`src/shared/pattern_sync_pkg.sv`:
```
// Constants and types for the sync gating and precoder block
// How it works
// - Precoder can only be active while channels are ganged.
// - Two ganged channels give DQPSK; adding lockstep gives DPQPSK.
// - Initialize loads the precoder state with the value one.
// - One precoder setting covers every ganged channel together; the code codes the second pair only with lockstep set.
// - Sequencing and sync settings are shared; length follows channel one.
// - Burst is allowed only for PRBS, zero run, user and block types.
// - Repeat mode outputs the pattern and data without a break.
// - Sync period is LCM of extended length and 128 times gang count.
// - Block pattern period is row length times rows times blocks.
// - Lengths up to 128N are multiplied until at least 512N.
// - Pulse width runs from zero to period minus 128N, 8N steps.
// - Delay from pattern start uses the same range and 8N steps.
// - Non-block delay and width stop at the documented bit ceiling.
// - Block delay and width stop at period minus 128N and ceiling.
package pattern_sync_pkg;

    localparam int DATA_W = 32;

    localparam logic [7:0] ADDR_CTRL   = 8'h00;
    localparam logic [7:0] ADDR_PATLEN = 8'h04;
    localparam logic [7:0] ADDR_ROWLEN = 8'h08;
    localparam logic [7:0] ADDR_NROWS  = 8'h0C;
    localparam logic [7:0] ADDR_NBLK   = 8'h10;
    localparam logic [7:0] ADDR_WIDTH  = 8'h14;
    localparam logic [7:0] ADDR_DELAY  = 8'h18;
    localparam logic [7:0] ADDR_STATUS = 8'h1C;
    localparam logic [7:0] ADDR_PERIOD = 8'h20;

    localparam int CTRL_BURST    = 0;
    localparam int CTRL_GANG_LSB = 1;
    localparam int CTRL_LOCK     = 3;
    localparam int CTRL_PC_EN    = 4;
    localparam int CTRL_TYPE_LSB = 5;
    localparam int CTRL_INIT     = 8;

    localparam int ST_BUSY  = 0;
    localparam int ST_BURST = 1;
    localparam int ST_PC_ON = 2;
    localparam int ST_DPQ   = 3;
    localparam int ST_PC_LSB = 4;

    localparam logic [1:0] GANG_NONE = 2'h0;
    localparam logic [1:0] GANG_TWO  = 2'h1;
    localparam logic [1:0] GANG_FOUR = 2'h2;

    localparam logic [2:0] PT_PRBS     = 3'h0;
    localparam logic [2:0] PT_ZERO_RUN = 3'h1;
    localparam logic [2:0] PT_USER     = 3'h2;
    localparam logic [2:0] PT_BLOCK    = 3'h3;

    localparam logic [31:0] RST_PATLEN = 32'h0000_0080;
    localparam logic [15:0] RST_ROWLEN = 16'h0100;
    localparam logic [15:0] RST_NROWS  = 16'h0001;
    localparam logic [7:0]  RST_NBLK   = 8'h01;
    localparam logic [31:0] RST_WIDTH  = 32'h0000_0000;
    localparam logic [31:0] RST_DELAY  = 32'h0000_0000;
    localparam logic [1:0]  PC_INIT    = 2'h3;

    localparam logic [47:0] ALIGN_BITS   = 48'h0000_0000_0080;
    localparam logic [47:0] EXT_MIN_BITS = 48'h0000_0000_0200;
    localparam int          GRAN_LG      = 3;
    localparam logic [39:0] MARGIN_G     = 40'h00_0000_0010;
    localparam logic [39:0] MAX_BITS_1CH = 40'h07_FFFF_FF80;
    localparam logic [39:0] BLK_MAX_BITS = 40'h00_8FFF_FF80;
    localparam logic [39:0] MAX_G        = MAX_BITS_1CH >> GRAN_LG;
    localparam logic [39:0] BLK_MAX_G    = BLK_MAX_BITS >> GRAN_LG;

    typedef enum logic [1:0] {
        CS_IDLE = 2'b00,
        CS_LOAD = 2'b01,
        CS_EXT  = 2'b10,
        CS_ALN  = 2'b11
    } calc_state_t;

endpackage

```
`src/design/dq_precode_pair.sv`:
```
// Differential quadrature precoder for one ganged channel pair
`timescale 1ns/1ns
module dq_precode_pair (
    input  wire logic       i_clk,     // Pattern bit clock
    input  wire logic       i_sys_rst, // Synchronous reset, high
    input  wire logic       i_init,    // Load initial state
    input  wire logic       i_en,      // Pair is being coded
    input  wire logic       i_a,       // In-phase source bit
    input  wire logic       i_b,       // Quadrature source bit
    output logic            o_i,       // Coded in-phase bit
    output logic            o_q,       // Coded quadrature bit
    output logic [1:0]      o_state    // Previous symbol state
);
    import pattern_sync_pkg::*;

    typedef struct packed {
        logic pi;
        logic pq;
    } pair_state_t;

    pair_state_t st;
    pair_state_t next_st;
    logic        diff;

    // Equal bits rotate on the own rail, unequal bits cross rails
    assign diff = i_a ^ i_b;
    assign o_i = (~diff & (i_a ^ st.pi)) | (diff & (i_b ^ st.pq));
    assign o_q = (~diff & (i_b ^ st.pq)) | (diff & (i_a ^ st.pi));
    assign o_state = {st.pi, st.pq};

    always_comb begin
        next_st = st;
        if (i_init) begin
            next_st = pair_state_t'(PC_INIT);
        end else if (i_en) begin
            next_st.pi = o_i;
            next_st.pq = o_q;
        end
    end

    always_ff @(posedge i_clk) begin
        if (i_sys_rst) begin
            st <= pair_state_t'(PC_INIT);
        end else begin
            st <= next_st;
        end
    end
endmodule

```
`src/design/pattern_sync_gating_precode.sv`:
```
// Sequencing, sync pulse gating and precoder control
//
// The address map and the plain strobed port were left to the implementer.
`timescale 1ns/1ns
module pattern_sync_gating_precode (
    input  wire logic                 i_clk,        // 20 MHz clock
    input  wire logic                 i_sys_rst,    // Sync reset, high
    input  wire logic [7:0]           i_addr,       // Register byte address
    input  wire logic [31:0]          i_wdata,      // Write data
    input  wire logic                 i_wr,         // Write strobe
    input  wire logic                 i_rd,         // Read strobe
    output logic      [31:0]          o_rdata,      // Read data, next cycle
    input  wire logic                 i_pat_start,  // Pattern start pulse
    input  wire logic                 i_burst_gate, // External burst gate pin
    input  wire logic [3:0]           i_data,       // Channel data bits
    output logic      [3:0]           o_data,       // Coded channel data
    output logic                      o_data_en,    // Data output enabled
    output logic                      o_sync        // Gating sync pulse
);
    import pattern_sync_pkg::*;

    typedef struct packed {
        logic             burst;
        logic [1:0]       gang;
        logic             lock;
        logic             pc_en;
        logic [2:0]       ptype;
        logic [31:0]      patlen;
        logic [15:0]      rowlen;
        logic [15:0]      nrows;
        logic [7:0]       nblk;
        logic [31:0]      wid;
        logic [31:0]      dly;
        calc_state_t      cs;
        logic [47:0]      ext;
        logic [39:0]      period;
        logic [39:0]      pos;
        logic             gate_m;
        logic             gate_s;
        logic [31:0]      rdata;
        logic [3:0]       data;
        logic             den;
        logic             sync;
    } ctl_state_t;

    ctl_state_t  st;
    ctl_state_t  next_st;

    logic [1:0]  lgn;
    logic        gang_on;
    logic        pc_a;
    logic        pc_b;
    logic        dpq;
    logic        burst_act;
    logic        pc_init;
    logic [47:0] align_bits;
    logic [47:0] ext_min;
    logic [47:0] plen;
    logic [39:0] blk_bits;
    logic [39:0] lim_g;
    logic [39:0] per_lim;
    logic [39:0] eff_wid;
    logic [39:0] eff_dly;
    logic [40:0] end_g;
    logic [1:0]  pa_out;
    logic [1:0]  pb_out;
    logic [1:0]  pa_state;
    logic [1:0]  pb_state;

    // Gang count as a shift: 1, 2 or 4 channels
    always_comb begin
        case (st.gang)
            GANG_TWO:  lgn = 2'h1;
            GANG_FOUR: lgn = 2'h2;
            default:   lgn = 2'h0;
        endcase
    end

    assign gang_on   = (st.gang == GANG_TWO) || (st.gang == GANG_FOUR);
    assign pc_a      = st.pc_en && gang_on;
    assign dpq       = gang_on && st.lock;
    assign pc_b      = pc_a && dpq;
    assign burst_act = st.burst && (st.ptype <= PT_BLOCK);

    assign align_bits = ALIGN_BITS << lgn;
    assign ext_min    = EXT_MIN_BITS << lgn;
    assign plen = (st.patlen == 32'h0) ? 48'h1 : {16'h0, st.patlen};
    assign blk_bits   = {24'h0, st.rowlen} * {24'h0, st.nrows}
                        * {32'h0, st.nblk};

    // Ceiling in steps of 8N bits; margin of 16 steps is 128N bits
    assign lim_g = (st.ptype == PT_BLOCK) ? BLK_MAX_G : MAX_G;
    always_comb begin
        per_lim = (st.period > MARGIN_G) ? st.period - MARGIN_G : 40'h0;
        if (per_lim > lim_g) begin
            per_lim = lim_g;
        end
        eff_wid = {8'h0, st.wid};
        if (eff_wid > per_lim) begin
            eff_wid = per_lim;
        end
        eff_dly = {8'h0, st.dly};
        if (eff_dly > per_lim) begin
            eff_dly = per_lim;
        end
    end

    assign end_g = {1'b0, eff_dly} + {1'b0, eff_wid};

    dq_precode_pair u_pair_a (
        .i_clk     (i_clk),
        .i_sys_rst (i_sys_rst),
        .i_init    (pc_init),
        .i_en      (pc_a),
        .i_a       (i_data[0]),
        .i_b       (i_data[1]),
        .o_i       (pa_out[0]),
        .o_q       (pa_out[1]),
        .o_state   (pa_state)
    );

    dq_precode_pair u_pair_b (
        .i_clk     (i_clk),
        .i_sys_rst (i_sys_rst),
        .i_init    (pc_init),
        .i_en      (pc_b),
        .i_a       (i_data[2]),
        .i_b       (i_data[3]),
        .o_i       (pb_out[0]),
        .o_q       (pb_out[1]),
        .o_state   (pb_state)
    );

    always_comb begin
        next_st = st;
        next_st.rdata = 32'h0;
        pc_init = 1'b0;
        next_st.gate_m = i_burst_gate;
        next_st.gate_s = st.gate_m;

        // Period calculation runs over one or more cycles after a control or length write
        case (st.cs)
            CS_LOAD: begin
                if (st.ptype == PT_BLOCK) begin
                    next_st.period = blk_bits >> (GRAN_LG + lgn);
                    next_st.cs = CS_IDLE;
                end else begin
                    next_st.ext = plen;
                    if (plen <= align_bits) begin
                        next_st.cs = CS_EXT;
                    end else begin
                        next_st.cs = CS_ALN;
                    end
                end
            end
            CS_EXT: begin
                if (st.ext < ext_min) begin
                    next_st.ext = st.ext + plen;
                end else begin
                    next_st.cs = CS_ALN;
                end
            end
            CS_ALN: begin
                // Doubling until divisible by 128N gives the LCM
                if ((st.ext & (align_bits - 48'h1)) != 48'h0) begin
                    next_st.ext = st.ext << 1;
                end else begin
                    next_st.period = 40'(st.ext >> (GRAN_LG + lgn));
                    next_st.cs = CS_IDLE;
                end
            end
            default: begin
                next_st.cs = CS_IDLE;
            end
        endcase

        if (i_wr) begin
            case (i_addr)
                ADDR_CTRL: begin
                    next_st.burst = i_wdata[CTRL_BURST];
                    next_st.gang = i_wdata[CTRL_GANG_LSB +: 2];
                    next_st.lock = i_wdata[CTRL_LOCK];
                    next_st.pc_en = i_wdata[CTRL_PC_EN];
                    next_st.ptype = i_wdata[CTRL_TYPE_LSB +: 3];
                    pc_init = i_wdata[CTRL_INIT];
                    next_st.cs = CS_LOAD;
                end
                ADDR_PATLEN: begin
                    next_st.patlen = i_wdata;
                    next_st.cs = CS_LOAD;
                end
                ADDR_ROWLEN: begin
                    next_st.rowlen = i_wdata[15:0];
                    next_st.cs = CS_LOAD;
                end
                ADDR_NROWS: begin
                    next_st.nrows = i_wdata[15:0];
                    next_st.cs = CS_LOAD;
                end
                ADDR_NBLK: begin
                    next_st.nblk = i_wdata[7:0];
                    next_st.cs = CS_LOAD;
                end
                ADDR_WIDTH: begin
                    next_st.wid = i_wdata;
                end
                ADDR_DELAY: begin
                    next_st.dly = i_wdata;
                end
                default: begin
                    next_st.cs = next_st.cs;
                end
            endcase
        end

        if (i_rd) begin
            case (i_addr)
                ADDR_CTRL: begin
                    next_st.rdata[CTRL_BURST] = st.burst;
                    next_st.rdata[CTRL_GANG_LSB +: 2] = st.gang;
                    next_st.rdata[CTRL_LOCK] = st.lock;
                    next_st.rdata[CTRL_PC_EN] = st.pc_en;
                    next_st.rdata[CTRL_TYPE_LSB +: 3] = st.ptype;
                end
                ADDR_PATLEN: next_st.rdata = st.patlen;
                ADDR_ROWLEN: next_st.rdata = {16'h0, st.rowlen};
                ADDR_NROWS:  next_st.rdata = {16'h0, st.nrows};
                ADDR_NBLK:   next_st.rdata = {24'h0, st.nblk};
                ADDR_WIDTH:  next_st.rdata = eff_wid[31:0];
                ADDR_DELAY:  next_st.rdata = eff_dly[31:0];
                ADDR_STATUS: begin
                    next_st.rdata[ST_BUSY] = (st.cs != CS_IDLE);
                    next_st.rdata[ST_BURST] = burst_act;
                    next_st.rdata[ST_PC_ON] = pc_a;
                    next_st.rdata[ST_DPQ] = dpq;
                    next_st.rdata[ST_PC_LSB +: 4] = {pb_state, pa_state};
                end
                // Period above 32 bits reads saturated
                ADDR_PERIOD: begin
                    if (st.period[39:32] != 8'h0) begin
                        next_st.rdata = 32'hFFFF_FFFF;
                    end else begin
                        next_st.rdata = st.period[31:0];
                    end
                end
                default: next_st.rdata = 32'h0;
            endcase
        end

        // One count per 8N-bit step, restarted by the pattern start
        if (i_pat_start || (st.period == 40'h0)
                || (st.pos >= st.period - 40'h1)) begin
            next_st.pos = 40'h0;
        end else begin
            next_st.pos = st.pos + 40'h1;
        end
        next_st.sync = (st.pos >= eff_dly)
                       && ({1'b0, st.pos} < end_g);

        next_st.data[1:0] = pc_a ? pa_out : i_data[1:0];
        next_st.data[3:2] = pc_b ? pb_out : i_data[3:2];
        next_st.den = !burst_act || st.gate_s;
    end

    always_ff @(posedge i_clk) begin
        if (i_sys_rst) begin
            st <= '0;
            st.patlen <= RST_PATLEN;
            st.rowlen <= RST_ROWLEN;
            st.nrows <= RST_NROWS;
            st.nblk <= RST_NBLK;
            st.wid <= RST_WIDTH;
            st.dly <= RST_DELAY;
            st.cs <= CS_LOAD;
            st.den <= 1'b1;
        end else begin
            st <= next_st;
        end
    end

    assign o_rdata = st.rdata;
    assign o_data = st.data;
    assign o_data_en = st.den;
    assign o_sync = st.sync;
endmodule

```
`config.mk`:
```
export PLATFORM = sky130hd
export DESIGN_NAME = pattern_sync_gating_precode
export DESIGN_NICKNAME = d
export VERILOG_FILES = /design/src/shared/pattern_sync_pkg.sv /design/src/design/dq_precode_pair.sv /design/src/design/pattern_sync_gating_precode.sv
export SDC_FILE = /design/constraint.sdc
export NUM_CORES = 2
export LEC_CHECK = 0
export BUFFER_PORTS_ARGS = -buffer_cell sky130_fd_sc_hd__buf_2
export CORE_UTILIZATION = 55
export DETAILED_ROUTE_END_ITERATION = 6
export GPL_TIMING_DRIVEN = 0
export PLACE_DENSITY = 0.73
export SETUP_SLACK_MARGIN = 0.3
export SYNTH_ARGS = -nofsm -noshare
export SYNTH_HDL_FRONTEND = slang
export SYNTH_SLANG_ARGS = --single-unit
```
`constraint.sdc`:
```
create_clock -name i_clk -period 23.2 [get_ports i_clk]
set_input_delay 1.16 -clock i_clk [delete_from_list [all_inputs] [get_ports i_clk]]
set_output_delay 1.16 -clock i_clk [all_outputs]
set_load 0.05 [all_outputs]
```
# After elaboration in Yosys (flattened, before gate mapping)
# Index checks and enable logic that the tools add are counted.
[op_classes] n_addsub=7 multipliers=2 order_cmp=10 n_eq_ne=19 shift=4 muxes=28 bitwise=22 reduce_logical=31
[op_table] op="two-way mux 40 bit" count=6
[op_table] op="two-way mux 48 bit" count=3
[op_table] op="case mux 24 bit (6 select lines)" count=1
[op_table] op="case mux 48 bit (3 select lines)" count=1
[op_table] op="two-way mux 32 bit" count=3
[op_table] op="greater-or-equal comparator 40 bit" count=2
[op_table] op="greater-than comparator 32 x 40 -> 1 bit" count=2
[op_table] op="case mux 40 bit (2 select lines)" count=1
[op_table] op="case mux 8 bit (9 select lines)" count=1
[op_table] op="adder 48 x 32 -> 48 bit" count=1
[op_table] op="AND 48 bit" count=1
[op_table] op="less-or-equal comparator 32 x 48 -> 1 bit" count=1
[op_table] op="< comparator 48 bit" count=1
[op_table] op="nonzero test 48 bit" count=1
[op_table] op="left shift 10 x 2 -> 48 bit, first input constant" count=1
[op_table] op="left shift 8 x 2 -> 48 bit, first input constant" count=1
[op_table] op=">> shifter 48 x 3 -> 40 bit" count=1
[op_table] op="subtractor 48 x 1 -> 48 bit, second input constant" count=1
[op_table] op="adder 40 x 40 -> 41 bit" count=1
[op_table] op="< comparator 40 x 41 -> 1 bit" count=1
[op_table] op="adder 40 x 1 -> 40 bit, second input constant" count=1
[op_table] op="greater-than comparator 40 x 32 -> 1 bit" count=1
[op_table] op="greater-than comparator 40 x 5 -> 1 bit, second input constant" count=1
[op_table] op="zero test 40 bit" count=1
[op_table] op="other kinds (36)" count=88
[word_totals] regBits=318 inputBits=50 out_inout_bits=38

# Logic depth before layout (Yosys ltp)
[depth] word_depth=10 depth_mapped=67 depth_no_buf=61

# Modules after synthesis
# From an unflattened synthesis, not the netlist that was laid out.
[hier_totals] hier_cells=5279 area_unflattened_um2=41302.1
[modules_own_cells] module="pattern_sync_gating_precode" instances=1 cells_each=5231 area_each_um2=40944.3 seq_area_each_um2=6286.0
[modules_own_cells] module="dq_precode_pair" instances=2 cells_each=24 area_each_um2=178.9 seq_area_each_um2=40.0

# Worst setup path before layout
# No wires, ideal clock.
[synth_path] path_type="register -> register" start="reg st[112] (netlist name)" end="reg st, in the netlist o_sync" arrival_time_ns=11.453 t_required_ns=23.130 path_slack_ns=11.678 stages_incl_launch_ff=66 path_buffers=6 period_less_slack_ns=11.522 path_cell_list="dfxtp_1 > buf_6 > or3_4 > or4_1 > buf_2 > or2_1 > nor4_1 > nor2_1 > ha_1 > nand2_1 > nor3_1 > nand3_1 > nor4_1 > nand4_1 > or4_4 > nand4bb_1 > a31oi_1 > buf_4 > (+30 left out) > xor2_1 > ha_1 > nor2b_1 > o21ai_0 > nand2b_1 > a21oi_1 > nor2b_1 > o21ai_0 > nand2b_1 > a21oi_1 > o31ai_1 > a21o_1 > a21oi_1 > nor2b_1 > o21ai_0 > a21oi_1 > o31a_1 > a21oi_1"
[synth_via] elab_chain_len=9
[synth_rtl] element="start, declared" line_no="pattern_sync_gating_precode.sv:46" source="ctl_state_t st;"
[synth_rtl] element="start signal, assigned" line_no="pattern_sync_gating_precode.sv:277" source="st <= next_st;"
[synth_rtl] element="subtractor 40 x 5 -> 40 bit / greater-than comparator 40 x 5 -> 1 bit (equally long branches)" line_no="pattern_sync_gating_precode.sv:94" source="per_lim = (st.period > MARGIN_G) ? st.period - MARGIN_G : 40'h0;"
[synth_rtl] element="two-way mux 40 bit (*)" line_no="pattern_sync_gating_precode.sv:94"
[synth_rtl] element="greater-than comparator 40 x 32 -> 1 bit" line_no="pattern_sync_gating_precode.sv:95" source="if (per_lim > lim_g) begin"
[synth_rtl] element="two-way mux 40 bit (*)" line_no="pattern_sync_gating_precode.sv:95"
[synth_rtl] element="greater-than comparator 32 x 40 -> 1 bit, on equally long branches" line_no="pattern_sync_gating_precode.sv:103, pattern_sync_gating_precode.sv:99"
[synth_rtl] element="two-way mux 40 bit, on equally long branches" line_no="pattern_sync_gating_precode.sv:103, pattern_sync_gating_precode.sv:99"
[synth_rtl] element="adder 40 x 40 -> 41 bit" line_no="pattern_sync_gating_precode.sv:108" source="assign end_g = {1'b0, eff_dly} + {1'b0, eff_wid};"
[synth_rtl] element="< comparator 40 x 41 -> 1 bit" line_no="pattern_sync_gating_precode.sv:258" source="&& ({1'b0, st.pos} < end_g);"
[synth_rtl] element="logical AND 1 bit (*)" line_no="pattern_sync_gating_precode.sv:258"
# Every way passes the cells marked *; elsewhere a longest branch is shown, timed or not.
# A chain may end at the register's enable or synchronous reset.

# Worst setup path after layout
[layout_path] start="reg st[81] (netlist name)" end="reg st, in the netlist o_sync"
# The elaborated chain is that of the path after synthesis.

==> out/metrics.yaml <==
status: "finished clean"
core_area_um2: 72960
area_growth_pct: 7.385
dr.pass1.iters: 7
synth_top_family_by_area: "adder cells"
cts_htree_levels: 2
hp-class: "reg2reg"
grt.overflow.total: 0
cpPeakStageDelay_ps: 1100
clkSinkCount: 318
cts_tree: "done"
place_congestion: 1.012
yosys.area_share.simple_pct: 20.95
timing.final.crit_share_pct: 70.59
end_kind: "register"
clock_skew_ps: 13.61
die-area_um2: 74860
powerDensity_nw_per_um2: 67.82
slew_headroom_pct: 7.171
rsz0062_at_grt: "false"
layout-drive-gt1-share_pct: 4.553
vias_per_cell: 5.970
yosysMostFrequentCell: "nand2_1"
syn-cell-area_um2: 40570
final_cell_area_um2: 43570
ys_async_sr_fraction_pct: 0
vias: 37590
grt_pass1_vias: 37420
finalSetupTns_ps: 0
num-nets-final: 6173
synth_warnings: 0
holdBufCountCts: 0
synth_edf_count: 0
synthFlopType: "dfxtp_1"
grt_pass1_wl_um: 214200
drc_errors: 0
path_max_fanout: 10
synthCells: 5167
cp.required_ps: 23700
drt_iter0_markers: 3090
synth-seq-cells: 318
synth_cell_types: 97
n_fill_cell: 6824
placed_area_um2: 42300
synthMuxAreaShare_pct: 2.251
cts.clk_slew.worst_paths_ps: 70
synth_area_leader_cell: "fa_1"
ioPinCount: 88
min_period_ps: 16380
start_util_pct: 55.61
hold_viol_final: 0
place.detailed.hpwl_um: 112800
post-cts-setup-buffers: 0
synth-compound-area-share_pct: 16.21
clk_path_buf_depth: 3
peakVddDrop_v: 0.00007580
wirelength_um: 138600
yosys.area_share.adder_pct: 31.95
synth_area_per_cell_um2: 7.853
antenna_found_initial: 2
leakagePower_nw: 20.01
drv_cap: 0
tightest_slew_ps: 1380
synth_seq_area_share_pct: 15.69
cpMostUsedCell: "a21oi_1"
multi_input_area_um2: 31000
fp-row-count: 99
grt_max_degree: 14
diodes: 0
post_drt_wl_per_cell_um: 22.02
cts_resized: 0
path_class: "reg2reg"
die_y_um: 273.6
report.final.slew_viol_count: 0
yosys-top-cells-count: "nand2_1 (857), inv_1 (487), ha_1 (433)"
insertion_delay_ps: 570
finalSetupViolCount: 0
crit_path_start_kind: "register"
synth_area_leaders: "fa_1 (19%), dfxtp_1 (16%), ha_1 (13%)"
port_buffers: 86
critPathSlowestCell: "nor4bb_1"
grtUsageTotal_pct: 37.26
drtAntennaViolNets: 0
numCtsBuffers: 36
cp.arrival_ps: 16870
synth_xor_area_share_pct: 4.789
root_buffer: "clkbuf_16"
regArea_um2: 6366
fmax_mhz: 61.06
die_w_um: 273.6
synth_top_area_share_pct: 18.55
[area by class of cell]
cell class              count  share of cell area [%]
clock buffers              48                   2.358
repair buffers             87                   1.005
clock inverters            13                  0.5399
well taps                 959                   2.754
plain buffers             350                   3.360
inverters                 490                   4.221
flip-flops and latches    318                   14.61
multi-input cells        4031                   71.15
[cell usage in the layout (no fill, tap or decap), types with 53 or more instances in the layout]
cell type  netlist  final
xnor2_1        129    129
nand4_1         53     53
dfxtp_1        318    318
xor2_1          91     91
nand2_1        857    857
mux2i_1         70     70
a21o_1          90     90
buf_2            2     88
nand3_1        100    100
ha_1           433    433
nor2_1         317    317
fa_1           376    376
o21ai_0        207    207
clkbuf_1       291    296
nor3_1          65     65
inv_1          487    487
and2_1         212    212
a21oi_1        392    392
[layer usage]
metal  share of wire [%]  track usage, %  wire (um)
met1                  40           46.07      55140
met2                  46           61.79      63700
met3                 7.6           5.281      10510
met4                 6.7           21.83       9283
met5              0.0065               0          9
[flip-flops by register name, indices dropped and copies added (netlist names)]
register          flops
o_rdata              32
st                  275
o_data                4
u_pair_b.o_state      2
o_data_en             1
o_sync                1
next_st               1
u_pair_a.o_state      2
[stage by stage]
step	power, mW	hold slack (ps)	setup slack (ps)	cells	utilization [%]
after floorplan	1.714	390.8	11680	5189	-
after global placement	2.254	421.3	7562	6234	57.96
after detailed placement	2.266	430.5	7451	6235	57.98
after CTS	2.899	446.2	7422	6296	59.71
after global routing	3.106	467.4	6278	6296	59.72
final	2.955	445.5	6822	6296	59.72
[final timing paths]
path                             startpoint  endpoint  slack [ps]  depth (start not counted)
worst max-delay path                 st[81]    o_sync        6820                         57
worst min-delay path            next_st[38]    st[38]         450                          1
worst max register to register       st[81]    o_sync        6820                         57
worst min register to register  next_st[38]    st[38]         450                          1
[worst max-delay path: cells and delay by family (launching register included)]
family / cells / cell delay, ps
AOI/OAI and AO/OA: 25 / 5820
and+or+nand+nor: 18 / 5420
buffers and inverters: 6 / 2130
adders and majority gates: 6 / 2050
DFF: 1 / 420
muxes: 1 / 260
xor gates and xnor gates: 1 / 200
[kinds of logic (layout without fill, tap and decap cells)]
| family | Yosys count | in the layout |
|---|---|---|
| other cells | 2 | 24 |
| fa+ha+maj | 811 | 811 |
| simple gates | 1847 | 1847 |
| xor+xnor | 221 | 221 |
| buf+inv | 840 | 988 |
| mux | 85 | 85 |
| flops | 318 | 318 |
| compound gates | 1043 | 1043 |
[power breakdown]
group	internal (mW)	leakage, nW	switching [mW]
sequential	0.577	2.57	0.0419
combinational	0.546	16.8	1.15
clock	0.378	0.599	0.258
Note: power is estimated with default switching activity, not from simulation.
